==> config.mk <==
export PLATFORM = sky130hd
export DESIGN_NAME = fsc_cycle_decode
export DESIGN_NICKNAME = d
export VERILOG_FILES = /design/src/hw/fsc_burst_step.v /design/src/hw/fsc_fifo.v /design/src/hw/fsc_cycle_decode.v
export VERILOG_INCLUDE_DIRS = /design/src /design/src/shared
export SDC_FILE = /design/constraint.sdc
export NUM_CORES = 1
export LEC_CHECK = 0
export BUFFER_PORTS_ARGS = -buffer_cell sky130_fd_sc_hd__buf_2
export CAP_MARGIN = 40
export CORE_ASPECT_RATIO = 1.5
export CORE_MARGIN = 2
export CORE_UTILIZATION = 57
export CTS_CLUSTER_DIAMETER = 150
export DETAILED_ROUTE_END_ITERATION = 10
export HOLD_SLACK_MARGIN = 0.12
export PLACE_DENSITY_LB_ADDON = 0.12
export SLEW_MARGIN = 20
export SYNTH_ARGS = -nofsm -noshare
export SYNTH_HDL_FRONTEND = slang
export SYNTH_HIERARCHICAL = 1
export SYNTH_SLANG_ARGS = --single-unit
==> constraint.sdc <==
create_clock -name clk_sys -period 3.15 [get_ports clk_sys]
set_clock_uncertainty 0.15 [all_clocks]
set_input_delay 0.4725 -clock clk_sys [delete_from_list [all_inputs] [get_ports clk_sys]]
set_output_delay 0.4725 -clock clk_sys [all_outputs]
set_load 0.005 [all_outputs]
==> src/shared/fsc_sram_regs.vh <==
// Overview of operation
// [RQ1] Selected load with write high starts read.
// [RQ2] Advance continues read, ignoring selects, write enable.
// [RQ3] Read start with output enable high: dummy.
// [RQ4] Dummy burst read advances address, pins tri-stated.
// [RQ5] Selected load, write low, lane low: write.
// [RQ6] Advance with a lane low continues write.
// [RQ7] Write start, all lanes high: abort, nothing.
// [RQ8] Continued write, lanes high: advance, no write.
// [RQ9] Clock hold high ignores the edge entirely.
// [RQ10] Each hold cycle is a wait state.
// [RQ11] Write is write-enable low; lanes per select.
// [RQ12] Write with both lanes high modifies nothing.
// [RQ13] Any write cycle tri-states data and parity.
// [RQ14] Drivers follow cycle type and output enable.
// [RQ15] Output enable masked during write cycles.
// [RQ16] Read tri-states when disabled or deselected.
// [RQ17] Selected read with enable low drives data.
// [RQ18] Power-up deselected, pins tri-stated, enable ignored.
// [RQ19] Unselected load deselects; advance keeps it deselected.
// [RQ20] Sleep ignores inputs and tri-states the pins.
// [RQ21] Burst order linear or interleaved, two bits.
// [RQ22] Write data latched on edge after address.
// [RQ23] Access type fixed at burst start.
// [RQ24] Controller deselects around sleep entry and exit.
`ifndef FSC_SRAM_REGS_VH
`define FSC_SRAM_REGS_VH

// ------------------------------------------------------------
// Widths
// ------------------------------------------------------------
`define FSC_ADDR_W      17
`define FSC_DATA_W      16
`define FSC_PAR_W       2
`define FSC_LANES       2
`define FSC_FIFO_DEPTH  4
`define FSC_PIN_W       46

// ------------------------------------------------------------
// Cycle states
// ------------------------------------------------------------
`define FSC_ST_DESEL    2'h0
`define FSC_ST_READ     2'h1
`define FSC_ST_WRITE    2'h2

`endif

==> src/hw/fsc_burst_step.v <==
`timescale 1ns/1ps
`default_nettype none

// ------------------------------------------------------------
// Burst address low bits from start value and beat count.
// ------------------------------------------------------------
module fsc_burst_step
(
	// Burst position
	input  wire [1:0] start_lo,
	input  wire [1:0] beat,
	// Order select, high for interleaved
	input  wire       interleave,
	// Resulting low address bits
	output wire [1:0] addr_lo
);

	assign addr_lo = interleave ? (start_lo ^ beat) : (start_lo + beat); // RQ21

endmodule

`default_nettype wire

==> src/hw/fsc_fifo.v <==
`timescale 1ns/1ps
`default_nettype none

module fsc_fifo
#(
	parameter W  = 37,
	parameter D  = 4,
	parameter AW = 2
)
(
	// Clock and reset
	input  wire          clk_sys,
	input  wire          rstn,
	// Fill side
	input  wire          in_valid,
	output wire          in_ready,
	input  wire [W-1:0]  in_data,
	// Drain side
	output wire          out_valid,
	input  wire          out_ready,
	output wire [W-1:0]  out_data
);

	localparam [AW:0] DEPTH_C = D[AW:0];

	reg [W-1:0]  mem_ff [0:D-1];
	reg [AW-1:0] wr_ptr_ff;
	reg [AW-1:0] rd_ptr_ff;
	reg [AW:0]   count_ff;

	wire push = in_valid & in_ready;
	wire pop  = out_valid & out_ready;

	assign in_ready  = (count_ff != DEPTH_C);
	assign out_valid = (count_ff != {(AW+1){1'b0}});
	assign out_data  = mem_ff[rd_ptr_ff];

	always @(posedge clk_sys)
	begin
		if (push)
		begin
			mem_ff[wr_ptr_ff] <= in_data;
		end
	end

	always @(posedge clk_sys)
	begin
		if (!rstn)
		begin
			wr_ptr_ff <= {AW{1'b0}};
			rd_ptr_ff <= {AW{1'b0}};
			count_ff  <= {(AW+1){1'b0}};
		end
		else
		begin
			if (push)
			begin
				wr_ptr_ff <= wr_ptr_ff + 1'b1;
			end
			if (pop)
			begin
				rd_ptr_ff <= rd_ptr_ff + 1'b1;
			end
			if (push && !pop)
			begin
				count_ff <= count_ff + 1'b1;
			end
			else if (pop && !push)
			begin
				count_ff <= count_ff - 1'b1;
			end
		end
	end

endmodule

`default_nettype wire

==> src/hw/fsc_cycle_decode.v <==
`timescale 1ns/1ps
`default_nettype none
`include "fsc_sram_regs.vh"

module fsc_cycle_decode
(
	// Clock and reset
	input  wire                      clk_sys,
	input  wire                      rstn,
	// Control pins
	input  wire                      clk_hold_n,
	input  wire                      chip_sel_a_n,
	input  wire                      chip_sel_b,
	input  wire                      chip_sel_c_n,
	input  wire                      sleep_req,
	input  wire                      advance_not_load,
	input  wire                      write_en_n,
	input  wire                      byte_sel_lane_a_n,
	input  wire                      byte_sel_lane_b_n,
	input  wire                      out_en_n,
	input  wire                      burst_mode,
	// Address pins
	input  wire [`FSC_ADDR_W-1:0]    addr,
	// Data and parity pins
	input  wire [`FSC_DATA_W-1:0]    data_in,
	input  wire [`FSC_PAR_W-1:0]     parity_in,
	output reg  [`FSC_DATA_W-1:0]    data_out_ff,
	output reg  [`FSC_PAR_W-1:0]     parity_out_ff,
	output reg                       data_oe_n_ff,
	// Array read port
	output reg                       mem_rd_en_ff,
	output reg  [`FSC_ADDR_W-1:0]    mem_rd_addr_ff,
	input  wire [`FSC_DATA_W-1:0]    mem_rdata,
	input  wire [`FSC_PAR_W-1:0]     mem_rparity,
	// Array write port
	output reg                       mem_wr_en_ff,
	output reg  [`FSC_ADDR_W-1:0]    mem_wr_addr_ff,
	output reg  [`FSC_LANES-1:0]     mem_wr_be_ff,
	output reg  [`FSC_DATA_W-1:0]    mem_wr_data_ff,
	output reg  [`FSC_PAR_W-1:0]     mem_wr_parity_ff,
	input  wire                      mem_wr_ack
);

	// Queue word: address, lanes, data, parity, most significant first.
	localparam FIFO_W = `FSC_ADDR_W + `FSC_LANES + `FSC_DATA_W + `FSC_PAR_W;

	// ------------------------------------------------------------
	// Pin synchronisers
	// ------------------------------------------------------------
	reg  [`FSC_PIN_W-1:0] sync1_ff;
	reg  [`FSC_PIN_W-1:0] sync2_ff;

	// Data pins pass the same two stages, so the fields of a pin cycle stay aligned.
	wire [`FSC_PIN_W-1:0] pin_vec = {out_en_n, burst_mode, sleep_req, clk_hold_n,
	                                 advance_not_load, write_en_n, chip_sel_a_n,
	                                 chip_sel_b, chip_sel_c_n, byte_sel_lane_b_n,
	                                 byte_sel_lane_a_n, addr, parity_in, data_in};

	always @(posedge clk_sys)
	begin
		sync1_ff <= pin_vec;
		sync2_ff <= sync1_ff;
	end

	wire                   s_oe_n    = sync2_ff[45];
	wire                   s_mode    = sync2_ff[44];
	wire                   s_sleep   = sync2_ff[43];
	wire                   s_hold    = sync2_ff[42];
	wire                   s_adv     = sync2_ff[41];
	wire                   s_we_n    = sync2_ff[40];
	wire                   s_cs_a_n  = sync2_ff[39];
	wire                   s_cs_b    = sync2_ff[38];
	wire                   s_cs_c_n  = sync2_ff[37];
	wire                   s_bsb_n   = sync2_ff[36];
	wire                   s_bsa_n   = sync2_ff[35];
	wire [`FSC_ADDR_W-1:0] s_addr    = sync2_ff[34:18];
	wire [`FSC_PAR_W-1:0]  s_parity  = sync2_ff[17:16];
	wire [`FSC_DATA_W-1:0] s_data    = sync2_ff[15:0];

	// ------------------------------------------------------------
	// Cycle qualification
	// ------------------------------------------------------------
	wire                  fifo_in_ready;
	wire                  selected  = ~s_cs_a_n & s_cs_b & ~s_cs_c_n;
	wire [`FSC_LANES-1:0] lanes     = ~{s_bsb_n, s_bsa_n}; // RQ11
	wire                  any_lane  = |lanes; // RQ12

	// A held edge or a full write queue freezes the burst state and stops reads; a sleeping device deselects.
	wire step_en = ~s_hold & ~s_sleep & fifo_in_ready; // RQ9 RQ10 RQ20

	// ------------------------------------------------------------
	// Burst state
	// ------------------------------------------------------------
	reg  [1:0]             state_ff;
	reg  [`FSC_ADDR_W-1:0] base_ff;
	reg  [1:0]             beat_ff;
	reg                    wr_pend_ff;
	reg  [`FSC_ADDR_W-1:0] wr_addr_ff;
	reg  [`FSC_LANES-1:0]  wr_lanes_ff;
	reg                    rd_valid_ff;

	reg  [1:0]             nxt_state;
	reg  [`FSC_ADDR_W-1:0] nxt_base;
	reg  [1:0]             nxt_beat;
	reg                    nxt_wr_pend;
	reg  [`FSC_ADDR_W-1:0] nxt_wr_addr;
	reg  [`FSC_LANES-1:0]  nxt_wr_lanes;
	reg                    nxt_rd_en;
	reg  [`FSC_ADDR_W-1:0] nxt_rd_addr;

	// ------------------------------------------------------------
	// Burst address
	// ------------------------------------------------------------
	// The low two address bits wrap within the burst; the rest keep the loaded value.
	wire [1:0]             next_lo;
	wire [1:0]             beat_inc  = beat_ff + 2'h1;
	wire [`FSC_ADDR_W-1:0] next_addr = {base_ff[`FSC_ADDR_W-1:2], next_lo};

	fsc_burst_step i_fsc_burst_step
	(
		.start_lo   (base_ff[1:0]),
		.beat       (beat_inc),
		.interleave (s_mode),
		.addr_lo    (next_lo)
	);

	// ------------------------------------------------------------
	// Next cycle decode
	// ------------------------------------------------------------
	// Chip selects and write enable count only on a load; an advance follows the burst type.
	always @*
	begin
		nxt_state    = state_ff;
		nxt_base     = base_ff;
		nxt_beat     = beat_ff;
		nxt_wr_pend  = 1'b0;
		nxt_wr_addr  = wr_addr_ff;
		nxt_wr_lanes = wr_lanes_ff;
		nxt_rd_en    = 1'b0;
		nxt_rd_addr  = mem_rd_addr_ff;
		if (!s_adv)
		begin
			if (selected)
			begin
				nxt_base = s_addr;
				nxt_beat = 2'h0;
				if (s_we_n)
				begin
					nxt_state   = `FSC_ST_READ; // RQ1 RQ23
					nxt_rd_en   = 1'b1; // RQ3
					nxt_rd_addr = s_addr;
				end
				else
				begin
					nxt_state    = `FSC_ST_WRITE; // RQ5 RQ23
					nxt_wr_pend  = any_lane; // RQ7
					nxt_wr_addr  = s_addr;
					nxt_wr_lanes = lanes;
				end
			end
			else
			begin
				nxt_state = `FSC_ST_DESEL; // RQ19
			end
		end
		else
		begin
			case (state_ff)
				`FSC_ST_READ:
				begin
					nxt_beat    = beat_inc; // RQ2 RQ4
					nxt_rd_en   = 1'b1;
					nxt_rd_addr = next_addr;
				end
				`FSC_ST_WRITE:
				begin
					nxt_beat     = beat_inc; // RQ6 RQ8
					nxt_wr_pend  = any_lane;
					nxt_wr_addr  = next_addr;
					nxt_wr_lanes = lanes;
				end
				default:
				begin
					nxt_state = `FSC_ST_DESEL; // RQ19
				end
			endcase
		end
	end

	// ------------------------------------------------------------
	// Write data queue
	// ------------------------------------------------------------
	wire [`FSC_DATA_W-1:0] lane_mask = {{8{wr_lanes_ff[1]}}, {8{wr_lanes_ff[0]}}};
	wire                   push      = step_en & wr_pend_ff; // RQ22
	wire [FIFO_W-1:0]      push_word = {wr_addr_ff, wr_lanes_ff, s_data & lane_mask,
	                                    s_parity & wr_lanes_ff};
	wire                   fifo_out_valid;
	wire [FIFO_W-1:0]      fifo_out_data;
	wire                   pop       = fifo_out_valid & (~mem_wr_en_ff | mem_wr_ack);

	// ------------------------------------------------------------
	// Write queue word fields
	// ------------------------------------------------------------
	wire [`FSC_ADDR_W-1:0] q_addr    = fifo_out_data[FIFO_W-1:FIFO_W-`FSC_ADDR_W];
	wire [`FSC_LANES-1:0]  q_lanes   = fifo_out_data[19:18];
	wire [`FSC_DATA_W-1:0] q_data    = fifo_out_data[17:2];
	wire [`FSC_PAR_W-1:0]  q_parity  = fifo_out_data[1:0];

	// A full queue stalls decoding; the host must not write faster than the array drains.
	fsc_fifo
	#(
		.W  (FIFO_W),
		.D  (`FSC_FIFO_DEPTH),
		.AW (2)
	)
	i_fsc_fifo
	(
		.clk_sys   (clk_sys),
		.rstn      (rstn),
		.in_valid  (push),
		.in_ready  (fifo_in_ready),
		.in_data   (push_word),
		.out_valid (fifo_out_valid),
		.out_ready (pop),
		.out_data  (fifo_out_data)
	);

	// ------------------------------------------------------------
	// Sequencing registers
	// ------------------------------------------------------------
	always @(posedge clk_sys)
	begin
		if (!rstn)
		begin
			state_ff       <= `FSC_ST_DESEL; // RQ18
			base_ff        <= {`FSC_ADDR_W{1'b0}};
			beat_ff        <= 2'h0;
			wr_pend_ff     <= 1'b0;
			wr_addr_ff     <= {`FSC_ADDR_W{1'b0}};
			wr_lanes_ff    <= {`FSC_LANES{1'b0}};
			mem_rd_en_ff   <= 1'b0;
			mem_rd_addr_ff <= {`FSC_ADDR_W{1'b0}};
		end
		else if (s_sleep)
		begin
			// A pending write beat and a read in flight are dropped on sleep entry; queued writes still drain.
			state_ff     <= `FSC_ST_DESEL; // RQ20
			wr_pend_ff   <= 1'b0;
			mem_rd_en_ff <= 1'b0;
		end
		else if (step_en)
		begin
			state_ff       <= nxt_state;
			base_ff        <= nxt_base;
			beat_ff        <= nxt_beat;
			wr_pend_ff     <= nxt_wr_pend;
			wr_addr_ff     <= nxt_wr_addr;
			wr_lanes_ff    <= nxt_wr_lanes;
			mem_rd_en_ff   <= nxt_rd_en;
			mem_rd_addr_ff <= nxt_rd_addr;
		end
		else
		begin
			// A held edge leaves the address and the burst type as they are.
			mem_rd_en_ff <= 1'b0; // RQ9
		end
	end

	// ------------------------------------------------------------
	// Array write port
	// ------------------------------------------------------------
	// The request and its fields hold until the array acknowledges.
	always @(posedge clk_sys)
	begin
		if (!rstn)
		begin
			mem_wr_en_ff     <= 1'b0;
			mem_wr_addr_ff   <= {`FSC_ADDR_W{1'b0}};
			mem_wr_be_ff     <= {`FSC_LANES{1'b0}};
			mem_wr_data_ff   <= {`FSC_DATA_W{1'b0}};
			mem_wr_parity_ff <= {`FSC_PAR_W{1'b0}};
		end
		else if (pop)
		begin
			mem_wr_en_ff     <= 1'b1;
			mem_wr_addr_ff   <= q_addr;
			mem_wr_be_ff     <= q_lanes;
			mem_wr_data_ff   <= q_data;
			mem_wr_parity_ff <= q_parity;
		end
		else if (mem_wr_ack)
		begin
			mem_wr_en_ff <= 1'b0;
		end
	end

	// ------------------------------------------------------------
	// Read data capture
	// ------------------------------------------------------------
	// Read data stands until the next beat of a read burst.
	always @(posedge clk_sys)
	begin
		if (!rstn)
		begin
			rd_valid_ff   <= 1'b0;
			data_out_ff   <= {`FSC_DATA_W{1'b0}};
			parity_out_ff <= {`FSC_PAR_W{1'b0}};
		end
		else if (mem_rd_en_ff)
		begin
			rd_valid_ff   <= 1'b1;
			data_out_ff   <= mem_rdata;
			parity_out_ff <= mem_rparity;
		end
		else if (state_ff != `FSC_ST_READ)
		begin
			rd_valid_ff <= 1'b0;
		end
	end

	// ------------------------------------------------------------
	// Output drivers
	// ------------------------------------------------------------
	// Drive only a selected read with data and output enable low; a write or a
	// deselect in the current cycle always masks output enable.
	wire read_cycle = (state_ff == `FSC_ST_READ); // RQ13 RQ15 RQ16
	wire drive_ok   = rd_valid_ff & read_cycle & ~s_oe_n & ~s_sleep; // RQ14 RQ17

	always @(posedge clk_sys)
	begin
		if (!rstn)
		begin
			data_oe_n_ff <= 1'b1; // RQ18
		end
		else
		begin
			data_oe_n_ff <= ~drive_ok;
		end
	end

endmodule

`default_nettype wire

## Word level (Yosys, flattened, before mapping)

Memories as Yosys holds them, arrays and structs flattened. A register that Yosys moved wholly into a read port is not among the register bits.
Cells that the tools add are included.

- Bitwise logic cells: 26
- Muxes and demuxes: 36
- Equal/unequal tests: 9
- $add $sub $neg: 6
- Reduce and logical (&&, ||, !) cells: 20

Operator list:

| operator | count |
|---|---|
| 2-to-1 mux 17 bit | 8 |
| 2-to-1 mux 2 bit | 12 |
| AND 16 bit | 1 |
| 2-to-1 mux 1 bit | 14 |
| AND 1 bit | 11 |
| inverter 1 bit | 10 |
| AND reduction 5 bit | 2 |
| nonzero test 2 bit | 5 |
| != test 2 x 1 -> 1 bit, second input constant | 4 |
| AND reduction 4 bit | 2 |
| adder 2 x 1 -> 2 bit, second input constant | 3 |
| 2-to-1 mux 3 bit | 2 |
| OR reduction 2 bit | 3 |
| != test 2 bit, second input constant | 2 |
| adder 3 x 1 -> 3 bit, second input constant | 1 |
| logical NOT 1 bit | 3 |
| != test 3 bit, second input constant | 1 |
| nonzero test 3 bit | 1 |
| OR reduction 3 bit | 1 |
| subtractor 3 x 1 -> 3 bit, second input constant | 1 |
| adder 2 bit | 1 |
| AND 2 bit | 1 |
| equality test 2 x 1 -> 1 bit, second input constant | 1 |
| equality test 2 bit, second input constant | 1 |
| other kinds (5) | 6 |

- Memories: 1
- Bits in registers: 179
- Bits in writable memories: 148

Memories:

| memory | words | width | read ports | clocked after memory_dff | write ports | line | RTL |
|---|---|---|---|---|---|---|---|
| i_fsc_fifo.mem_ff | 4 | 37 | 1 | 1 | 1 | fsc_fifo.v:26 | `reg [W-1:0] mem_ff [0:D-1];` |

## Logic depth before layout (Yosys ltp)

Gate-level depths: netlist (run 1).

- Word-level depth: 9
- Depth in mapped cells: 11
- Depth with buffers taken out: 11

## Hierarchy

The synthesis (run 1) kept the hierarchy.

Modules (own cells, without submodules):

| module | seq. area each (um2) | times used | area each (um2) | cells each |
|---|---|---|---|---|
| fsc_cycle_decode | 4184.0 | 1 | 6453.7 | 621 |
| fsc_fifo | 4624.4 | 1 | 5890.6 | 241 |
| fsc_burst_step | 0.0 | 1 | 36.3 | 4 |

## Worst setup path after synthesis (run 1)

OpenSTA, ideal clock, no wires.

- Path kind: register to register
- Start: register i_fsc_fifo.count_ff[0]
- End: memory i_fsc_fifo.mem_ff[0][0], enable pin
- Library setup time: 0.398 ns
- Arrival time: 2.318 ns
- Clock period less this slack: 2.866 ns
- Cell stages (with the launch flop): 7
- Setup slack: 0.284 ns
- Cell sequence: dfxtp_1 nor2_1 nand2_1 nor3b_2 and2_1 a21boi_2 and2_1

- Cells in the longest elaborated chain, start to end: 6

Ends and longest elaborated chain:

| item | line | RTL |
|---|---|---|
| from (decl) | fsc_fifo.v:29 | `reg [AW:0] count_ff;` |
| from (signal assigned) | fsc_fifo.v:52 | `count_ff <= {(AW+1){1'b0}};` |
| from (signal assigned) | fsc_fifo.v:66 | `count_ff <= count_ff + 1'b1;` |
| from (signal assigned) | fsc_fifo.v:70 | `count_ff <= count_ff - 1'b1;` |
| != test 3 bit | fsc_fifo.v:34 | `assign in_ready = (count_ff != DEPTH_C);` |
| net fifo_in_ready | fsc_cycle_decode.v:83 | `wire fifo_in_ready;` |
| AND 1 bit | fsc_cycle_decode.v:89 | `wire step_en = ~s_hold & ~s_sleep & fifo_in_ready;` |
| AND 1 bit | fsc_cycle_decode.v:194 | `wire push = step_en & wr_pend_ff;` |
| net push | fsc_cycle_decode.v:194 |  |
| AND 1 bit | fsc_fifo.v:31 | `wire push = in_valid & in_ready;` |
| net i_fsc_fifo.push | fsc_fifo.v:31 |  |
| 2-to-1 mux 1 bit | fsc_fifo.v:40 | `if (push)` |
| 2-to-1 mux 1 bit (implied by the code) | fsc_fifo.v:42 | `mem_ff[wr_ptr_ff] <= in_data;` |
| to (decl) | fsc_fifo.v:26 |  |

The timed path passes the listed nets, and every way through them passes these cells.

## Worst setup path in the final report (run 1)

- Start: register i_fsc_fifo.count_ff[1]
- End: register i_fsc_fifo.count_ff[2]

- Cells in the longest elaborated chain, start to end: 7
- Elaborated cells on any way between the ends: 16
- Those cells by class: add/sub (2); eq/ne (1); mux (2); bitwise (5); reduce/logical (6)

Ends and longest elaborated chain:

| item | line | RTL |
|---|---|---|
| != test 3 bit * | fsc_fifo.v:34 |  |
| net fifo_in_ready | fsc_cycle_decode.v:83 |  |
| AND 1 bit * | fsc_cycle_decode.v:89 |  |
| AND 1 bit * | fsc_cycle_decode.v:194 |  |
| net push | fsc_cycle_decode.v:194 |  |
| AND 1 bit * | fsc_fifo.v:31 |  |
| net i_fsc_fifo.push | fsc_fifo.v:31 |  |
| logical NOT 1 bit | fsc_fifo.v:68 | `else if (pop && !push)` |
| logical AND 1 bit | fsc_fifo.v:68 |  |
| nonzero test 2 bit (no source line) | - |  |

The timed path passes the listed nets; every way through them passes the cells marked *. The select of a mux whose other input is x is not followed.
A chain may end at the register's enable or synchronous reset.

==> results of run 1 <==
==> Yosys cell counts (14+ instances only) <==
cell type	instances	area, sq um
a21oi_1	44	220
and2_1	28	175
buf_2	16	80.1
clkbuf_1	14	52.6
dfxtp_1	218	4360
edfxtp_1	148	4440
mux2_2	17	191
mux2i_1	40	400
mux4_2	30	676
nand2_1	138	518
nand3_1	35	175
nor2_1	25	93.8
o21ai_0	17	85.1
o21ai_1	19	95.1
==> final timing paths <==
kind | depth (start not counted) | endpoint | from
worst max-delay path | 11 | i_fsc_fifo/count_ff[2]$_SDFFE_PN0P_ | i_fsc_fifo/count_ff[1]$_SDFFE_PN0P_
worst min-delay path | 0 | sync2_ff[13]$_DFF_P_ | sync1_ff[13]$_DFF_P_
worst max register to register | 11 | i_fsc_fifo/count_ff[2]$_SDFFE_PN0P_ | i_fsc_fifo/count_ff[1]$_SDFFE_PN0P_
worst min register to register | 0 | sync2_ff[13]$_DFF_P_ | sync1_ff[13]$_DFF_P_
==> sequential cells by signal, summed over array words and instances, names as in the netlist, 3 cells and up, named ones only <==
register,cells
i_fsc_fifo/mem_ff,148
sync1_ff,46
sync2_ff,46
base_ff,17
mem_rd_addr_ff,17
mem_wr_addr_ff,17
wr_addr_ff,17
data_out_ff,16
mem_wr_data_ff,16
i_fsc_fifo/count_ff,3
==> layer usage <==
metal	wire [um]	global-route usage [%]
met1	9210	23.2
met2	11300	34.8
met3	772	2.61
met4	406	5.44
met5	0	0
==> stage by stage <==
step	area [sq um]	util [%]	worst slack (ns)	power, mW	std cells
floorplan	12400	-	0.284	5.18	866
global placement	13400	62.2	0.339	5.25	1253
detailed placement	13400	62.2	0.288	5.25	1253
CTS	15100	70.2	0.260	9.17	1375
global route	15100	70.2	0.0477	9.40	1375
finish	15100	70.2	0.305	9.09	1375
==> power breakdown <==
part / total, mW / switching, mW / internal [mW] / leakage, nW
Combinational: 0.218 / 0.0956 / 0.122 / 2.04
Clock: 3.87 / 1.62 / 2.26 / 0.513
Sequential: 5.00 / 0.0301 / 4.97 / 3.02
Total: 9.09 / 1.75 / 7.34 / 5.57
==> cells by family after synthesis <==
logic type      after synthesis  synth area share, %
fa+ha+maj                     9                0.970
buf+inv                      55                 2.52
compound gates               87                 3.93
simple gates                247                 9.13
flops                       366                 71.1
mux                          95                 11.8
xor+xnor                      7                0.495
==> cell type report <==
type	count	area, sq um
clock buffer	39	857
clock inverter	18	203
fill	1509	6400
inverter	9	33.8
multi-input combinational	445	3270
sequential	366	8810
tap	272	340
timing repair buffer	226	1560
==> impl_metrics.json, run 1 <==
{
  "insertion_delay_ns": 0.55,
  "hold_class": "flip-flop to flip-flop",
  "cts_buffer_depth": 3,
  "final_common_cell": "dfxtp_1",
  "crit_path_cell_trace": "nor2_1, nand2_1, nor3b_2, and2_1, a21boi_2, ha_1, inv_1, fa_1, xor2_1, or3_1, a21boi_0",
  "worstPathRequired_ns": 3.48,
  "first_pass_iters": 4,
  "wl_per_cell_um": 15.8,
  "rows": 66,
  "postCtsSetupBuffers": 0,
  "io_pins": 142,
  "grt_use_total_pct": 18.9,
  "fmax_ghz": 0.351,
  "setup_viol": 0,
  "dp_hpwl_um": 12600,
  "crit_type": "flip-flop to flip-flop",
  "cts_sinks": 366,
  "startpoint_type": "flip-flop",
  "antenna_found_initial": 0,
  "drtIter0Drc": 402,
  "cts_resized": 0,
  "layout_common_cells": "dfxtp_1, edfxtp_1, buf_2",
  "die_h_um": 185,
  "ctsHoldBuffers": 65,
  "hold_slack_ns": 0.172,
  "cts_tree": "done",
  "core_area_sq_mm": 0.0215,
  "status": "complete, no violations",
  "worstMarginPinSlew_ns": 0.764,
  "drv_cap": 0,
  "place_congestion": 0.758,
  "syn-cell-area_sq_mm": 0.0124,
  "cts_max_level": 1,
  "drt_wl_total_um": 21700,
  "grt_first_pass_wirelength_um": 35300,
  "syn_area_per_cell_sq_um": 14.3,
  "ir_drop_mv": 0.533,
  "p_per_area_mw_per_mm2": 603,
  "grt_max_degree": 54,
  "synth_warnings": 6,
  "first_global_vias": 7075,
  "drc_errors": 0,
  "path_delay_family": "simple AND/OR/NAND/NOR gates",
  "finalHoldViolCount": 0,
  "root_buffer": "clkbuf_16",
  "cts_buffers": 31,
  "die_area_sq_mm": 0.0229,
  "fin_crit_sh_pct": 90.3,
  "initial_core_util_pct": 57.7,
  "period_needed_ns": 2.85,
  "detail-route-antenna-nets": 0,
  "max_stage_delay_ns": 0.48,
  "crit_path_max_fanout": 7,
  "vias": 7091,
  "synth_edf_count": 148,
  "clk_pin_slew_worst_paths_ns": 0.07,
  "port_buffers": 141,
  "slowest_stage": "dfxtp_1",
  "synth-async-reset-ratio_pct": 0,
  "fin_tns_setup_ns": 0,
  "cp.buffers_inverters": 1,
  "worstSetupEndpointType": "flip-flop",
  "drive_gt1_share_pct": 24.8,
  "synth_ff_type": "dfxtp_1",
  "arrival_ns": 3.17,
  "synthDistinctLibCells": 46,
  "num-nets-final": 1155,
  "syn_inst": 866,
  "ys_seq_area_share_pct": 71.1,
  "slew_viol_final": 0,
  "die_w_um": 124,
  "rsz0062_at_grt": "no",
  "r2r_slack_ns": 0.30,
  "vias_per_cell": 5.16,
  "ys_ff_latch": 366,
  "syn_to_final_growth_pct": 21.7,
  "grt-ovfl-total": 0,
  "synth_nets": 942,
  "slew_headroom_pct": 49.0,
  "power_leakage_nw": 5.57,
  "antenna_cells": 0
}
(Power assumes the default switching activity.)
==> run 2, diff against run 1 <==
--- a/config.mk
+++ b/config.mk
@@ -6,11 +6,12 @@
 export SDC_FILE = /design/constraint.sdc
 export NUM_CORES = 1
 export LEC_CHECK = 0
+export ABC_AREA = 1
 export BUFFER_PORTS_ARGS = -buffer_cell sky130_fd_sc_hd__buf_2
-export CAP_MARGIN = 40
+export CAP_MARGIN = 20
 export CORE_ASPECT_RATIO = 1.5
 export CORE_MARGIN = 2
-export CORE_UTILIZATION = 57
+export CORE_UTILIZATION = 58
 export CTS_CLUSTER_DIAMETER = 150
 export DETAILED_ROUTE_END_ITERATION = 10
 export HOLD_SLACK_MARGIN = 0.12
==> run 2 against run 1 <==
  * Register-to-register slack improved by 0.17 ns
  * Area after synthesis is 6.3% higher
  * Largest cell class unchanged
  * Highest routed layer unchanged
  * Routed wire length rose by 22%
==> impl_metrics.json, run 2 <==
{
  "power_leakage_nw": 6.79,
  "postCtsSetupBuffers": 0,
  "seq_area_sq_mm": 0.00881,
  "cts_resized": 0,
  "drv_cap": 0,
  "grt_first_pass_wirelength_um": 43000,
  "first_pass_iters": 5,
  "drive_gt1_share_pct": 15.0,
  "synth_nets": 1410,
  "synth_warnings": 6,
  "fin_tns_setup_ns": 0,
  "hold_slack_ns": 0.174,
  "clk_pin_slew_worst_paths_ns": 0.07,
  "vias": 9245,
  "cts_buffer_depth": 3,
  "p_clk_share_pct": 44.8,
  "grt_max_degree": 116,
  "wl_per_cell_um": 14.5,
  "insertion_delay_ns": 0.51,
  "largest-register": "i_fsc_fifo/mem_ff",
  "p_sw_mw": 1.98,
  "io_pins": 142,
  "arrival_ns": 2.93,
  "yosysTopAreaCell": "edfxtp_1",
  "synthDistinctLibCells": 31,
  "ys_ff_latch": 366,
  "r2r_slack_ns": 0.48,
  "dp_hpwl_um": 15100,
  "synth-async-reset-ratio_pct": 0,
  "layout_common_cells": "nor2_1, dfxtp_1, nand2_1",
  "hold_end": "sync2_ff[36]$_DFF_P_",
  "place_congestion": 0.774,
  "cts_max_level": 2,
  "grt_use_total_pct": 22.3,
  "initial_core_util_pct": 59.0,
  "fin_crit_sh_pct": 84.9,
  "slew_viol_final": 0,
  "crit_path_max_fanout": 5,
  "cts_buffers": 34,
  "die_area_sq_mm": 0.0239,
  "comb_power_share_pct": 3.7,
  "synth_edf_count": 148,
  "rows": 67,
  "vias_per_cell": 5.07,
  "synth_area_leaders": "edfxtp_1, dfxtp_1, nor2_1, nand2_1, inv_1",
  "ff2ff_path_depth": 15,
  "cts_sinks": 366,
  "antenna_found_initial": 0,
  "die_h_um": 189,
  "grt-ovfl-total": 0,
  "startpoint_type": "flip-flop",
  "ir_drop_mv": 0.483,
  "die_w_um": 127,
  "syn_inst": 1334,
  "hp-start": "sync1_ff[36]$_DFF_P_",
  "sequentialPowerShare_pct": 51.5,
  "slew_headroom_pct": 44.9,
  "syn-cell-area_sq_mm": 0.0132,
  "root_buffer": "clkbuf_16",
  "synth_ff_type": "dfxtp_1",
  "status": "complete, no violations",
  "multi_input_area_sq_mm": 0.00337,
  "rsz0062_at_grt": "no",
  "drc_errors": 0,
  "finalHoldViolCount": 0,
  "core_area_sq_mm": 0.0223,
  "synth_top_cell_area_share_pct": 33.8,
  "first_global_vias": 9004,
  "p_sw_share_pct": 20.2,
  "crit_type": "flip-flop to flip-flop",
  "syn_area_per_cell_sq_um": 9.87,
  "antenna_cells": 0,
  "p_per_area_mw_per_mm2": 618,
  "worstPathRequired_ns": 3.41,
  "netlist_top_cells_count": "nor2_1, dfxtp_1, nand2_1",
  "ctsHoldBuffers": 65,
  "reg2reg_from": "i_fsc_fifo/count_ff[0]$_SDFFE_PN0P_",
  "detail-route-antenna-nets": 0,
  "worstSetupStartpoint": "i_fsc_fifo/count_ff[0]$_SDFFE_PN0P_",
  "holdPathStages": 0,
  "synth_most_common_cell": "nor2_1",
  "worstMarginPinSlew_ns": 0.826,
  "num-nets-final": 1597,
  "ys_seq_area_share_pct": 66.9,
  "setup_viol": 0,
  "num-fill-cells": 1703,
  "drt_wl_total_um": 26400,
  "cts_tree": "done",
  "hold_class": "flip-flop to flip-flop",
  "reg.largest.list": "i_fsc_fifo/mem_ff x148, sync1_ff x46, sync2_ff x46",
  "drtIter0Drc": 630,
  "period_needed_ns": 2.67,
  "p_int_mw": 7.81,
  "largest_register_ffs": 148,
  "r2r_end": "i_fsc_fifo/count_ff[2]$_SDFFE_PN0P_",
  "syn_to_final_growth_pct": 20.4,
  "fmax_ghz": 0.374,
  "worstSetupEndpointType": "flip-flop",
  "port_buffers": 141,
  "final_common_cell": "nor2_1"
}
[run 2: worst max path at each step]
stage / end / slack (ns) / cells after the start
floorplan: i_fsc_fifo/mem_ff[0][0]$_DFFE_PP_ / 0.05 / 6
global placement: i_fsc_fifo/count_ff[2]$_SDFFE_PN0P_ / 0.61 / 15
detailed placement: i_fsc_fifo/count_ff[2]$_SDFFE_PN0P_ / 0.50 / 15
CTS: i_fsc_fifo/count_ff[2]$_SDFFE_PN0P_ / 0.47 / 15
global route: i_fsc_fifo/count_ff[2]$_SDFFE_PN0P_ / 0.24 / 15
finish: i_fsc_fifo/count_ff[2]$_SDFFE_PN0P_ / 0.48 / 15
[run 2: logic make-up (layout without fill, tap and decap cells)]
family	count (synthesis)	in the layout	synth area share (%)
buf+inv	231	444	7.72
xor+xnor	1	1	0.0665
flops	366	366	66.9
fa+ha+maj	9	9	0.912
simple gates	548	548	17.2
compound gates	179	179	7.24
[run 2: through the flow]
step | cell area (sq um) | setup slack (ns) | cells | utilization [%] | power (mW)
floorplan | 13200 | 0.0498 | 1334 | - | 5.33
global placement | 14000 | 0.609 | 1696 | 62.7 | 5.44
detailed placement | 14000 | 0.497 | 1696 | 62.7 | 5.44
CTS | 15900 | 0.467 | 1823 | 71.1 | 9.86
global route | 15900 | 0.237 | 1823 | 71.1 | 10.1
finish | 15900 | 0.476 | 1823 | 71.1 | 9.79
[run 2: power groups by stage]
stage	Clock (mW)	Combinational, mW	Sequential (mW)
after floorplan	0	0.203	5.13
after global placement	0	0.293	5.14
after CTS	4.46	0.363	5.04
after detailed placement	0	0.299	5.14
after global routing	4.65	0.410	5.05
final	4.39	0.364	5.04
[run 2: layout make-up]
class	instances	area share (%)
well taps	276	2.18
clock inverters	20	1.52
multi-input cells	737	21.3
repair buffers	221	9.44
inverters	161	3.81
clock buffers	42	6.22
flip-flops and latches	366	55.6
[run 2: per-layer routing]
metal / share of wire, % / track usage [%] / vias to the layer above
met5: 0 / 0 / -
met4: 2.7 / 7.90 / 0
met3: 4.4 / 3.46 / 57
met2: 53 / 41.7 / 235
met1: 40 / 25.5 / 4285
li1: - / - / 4668
[run 2: critical path: stages (launching register included)]
cell	delay, ns
dfxtp_1	0.40
nor2_1	0.08
nand2_1	0.14
nand2_2	0.12
nor2_1	0.17
nand2_1	0.28
inv_1	0.20
ha_1	0.20
inv_1	0.07
fa_1	0.38
inv_1	0.08
nand2_1	0.06
nand3_1	0.09
nand2_1	0.05
nand2_1	0.05
nor2_1	0.04
==> run 3, diff against run 2 <==
--- a/config.mk
+++ b/config.mk
@@ -11,7 +11,7 @@
 export CAP_MARGIN = 20
 export CORE_ASPECT_RATIO = 1.5
 export CORE_MARGIN = 2
-export CORE_UTILIZATION = 58
+export CORE_UTILIZATION = 52
 export CTS_CLUSTER_DIAMETER = 150
 export DETAILED_ROUTE_END_ITERATION = 10
 export HOLD_SLACK_MARGIN = 0.12
==> constraint.sdc (replaced) <==
create_clock -name clk_sys -period 2.3 [get_ports clk_sys]
set_clock_uncertainty 0.15 [all_clocks]
set_input_delay 0.345 -clock clk_sys [delete_from_list [all_inputs] [get_ports clk_sys]]
set_output_delay 0.345 -clock clk_sys [all_outputs]
set_load 0.005 [all_outputs]
==> run 3 against run 2 <==
  * Non-clock buffer count increased by 14
  * Die area increased by 11%
  * Sequential cell count unchanged
  * Combinational power increased by 43%
  * Count of clock-buffer cells in the layout unchanged
  * First-iteration DRC count decreased by 20%
  * Critical endpoint unchanged
==> impl_metrics.json, run 3 (synthesis gave the netlist of run 2 again) <==
{
  "status": "complete, no violations",
  "setup_viol": 0,
  "core_area_sq_mm": 0.0250,
  "ff2ff_path_depth": 15,
  "drv_cap": 0,
  "place_congestion": 0.783,
  "first_global_vias": 9112,
  "slew_viol_final": 0,
  "worstSetupEndpointType": "flip-flop",
  "startpoint_type": "flip-flop",
  "arrival_ns": 2.41,
  "cts_buffers": 35,
  "drt_wl_total_um": 27100,
  "antenna_found_initial": 0,
  "largest-register": "i_fsc_fifo/mem_ff",
  "period_needed_ns": 2.14,
  "rows": 71,
  "clk_pin_slew_worst_paths_ns": 0.06,
  "worstMarginPinSlew_ns": 0.592,
  "drtIter0Drc": 506,
  "rsz0062_at_grt": "yes",
  "fmax_ghz": 0.467,
  "p_per_area_mw_per_mm2": 831,
  "crit_type": "flip-flop to flip-flop",
  "vias_per_cell": 4.90,
  "antenna_cells": 0,
  "r2r_slack_ns": 0.16,
  "grt_max_degree": 80,
  "num-nets-final": 1612,
  "cts_max_level": 2,
  "wl_per_cell_um": 14.3,
  "grt-ovfl-total": 0,
  "insertion_delay_ns": 0.52,
  "hold_slack_ns": 0.169,
  "reg.largest.list": "i_fsc_fifo/mem_ff x148, sync1_ff x46, sync2_ff x46",
  "postCtsSetupBuffers": 0,
  "drive_gt1_share_pct": 16.0,
  "drc_errors": 0,
  "reg2reg_from": "i_fsc_fifo/count_ff[1]$_SDFFE_PN0P_",
  "detail-route-antenna-nets": 0,
  "cts_buffer_depth": 3,
  "holdPathStages": 0,
  "initial_core_util_pct": 52.7,
  "crit_path_max_fanout": 4,
  "slew_headroom_pct": 60.3,
  "cts_sinks": 366,
  "grt_use_total_pct": 20.7,
  "final_common_cell": "nor2_1",
  "grt_first_pass_wirelength_um": 44200,
  "first_pass_iters": 5,
  "r2r_end": "i_fsc_fifo/count_ff[2]$_SDFFE_PN0P_",
  "ir_drop_mv": 0.766,
  "finalHoldViolCount": 0,
  "hp-start": "sync1_ff[23]$_DFF_P_",
  "layout_common_cells": "nor2_1, dfxtp_1, nand2_1",
  "fin_crit_sh_pct": 93.2,
  "largest_register_ffs": 148,
  "vias": 9261,
  "fin_tns_setup_ns": 0,
  "io_pins": 142,
  "worstSetupStartpoint": "i_fsc_fifo/count_ff[1]$_SDFFE_PN0P_",
  "port_buffers": 141,
  "syn_to_final_growth_pct": 22.4,
  "worstPathRequired_ns": 2.56,
  "root_buffer": "clkbuf_16",
  "power_leakage_nw": 6.89,
  "hold_end": "sync2_ff[23]$_DFF_P_",
  "die_w_um": 134,
  "dp_hpwl_um": 16300,
  "die_h_um": 199,
  "die_area_sq_mm": 0.0266,
  "hold_class": "flip-flop to flip-flop",
  "cts_tree": "done"
}
[run 3: power by group]
part | switching [mW] | total, mW | internal [mW] | leakage (nW)
logic | 0.284 | 0.519 | 0.235 | 3.21
clock network | 2.41 | 5.97 | 3.57 | 0.603
registers | 0.0577 | 6.90 | 6.84 | 3.07
total | 2.75 | 13.4 | 10.6 | 6.89
[run 3: worst max-delay path, stage by stage (launching register included)]
cell,delay [ns]
dfxtp_2,0.35
nor2_1,0.06
nand2_1,0.12
nand2_2,0.08
nor2_2,0.12
nand2_1,0.09
inv_1,0.10
ha_1,0.17
inv_1,0.06
fa_1,0.38
inv_1,0.07
nand2_1,0.05
nand3_1,0.09
nand2_1,0.05
nand2_1,0.05
nor2_1,0.04
[run 3: metal layers]
layer  vias up  track usage, %  wire [um]
li1       4702               -          -
met1      4305            23.8      10700
met2       203            38.2      14500
met3        51            3.26       1110
met4         0            8.67        844
met5         -               0          0
[run 3: how the worst max path moves through the flow]
stage                                                to  slack (ns)  cells after the start
finish              i_fsc_fifo/count_ff[2]$_SDFFE_PN0P_        0.16                     15
CTS                 i_fsc_fifo/count_ff[2]$_SDFFE_PN0P_        0.07                     15
global route        i_fsc_fifo/count_ff[2]$_SDFFE_PN0P_       -0.02                     15
detailed placement  i_fsc_fifo/count_ff[2]$_SDFFE_PN0P_        0.09                     15
floorplan             i_fsc_fifo/mem_ff[0][0]$_DFFE_PP_       -0.24                      6
global placement    i_fsc_fifo/count_ff[2]$_SDFFE_PN0P_        0.14                     15
[run 3: cell type report]
cell class | instances | area, sq um
timing repair buffer | 235 | 1690
sequential | 366 | 8810
inverter | 161 | 604
tap | 328 | 410
multi-input combinational | 737 | 3370
clock inverter | 21 | 229
clock buffer | 42 | 996
fill | 2038 | 8840
[run 3: what timing repair did]
item                                   in CTS  in global routing
endpoints found under the hold margin      67                  0
setup endpoints to repair                   0                  2
hold buffers                               67                  0
resized for setup                           0                  3
[run 3: through the flow]
step                worst slack [ns]  util [%]  instances  instance area, sq um  total power, mW
floorplan                     -0.235         -       1334                 13200             7.31
global placement               0.140      57.0       1760                 14200             7.47
detailed placement            0.0875      57.0       1760                 14200             7.48
CTS                           0.0749      64.6       1890                 16100             13.5
global route                 -0.0204      64.6       1890                 16100             13.9
finish                         0.157      64.6       1890                 16100             13.4
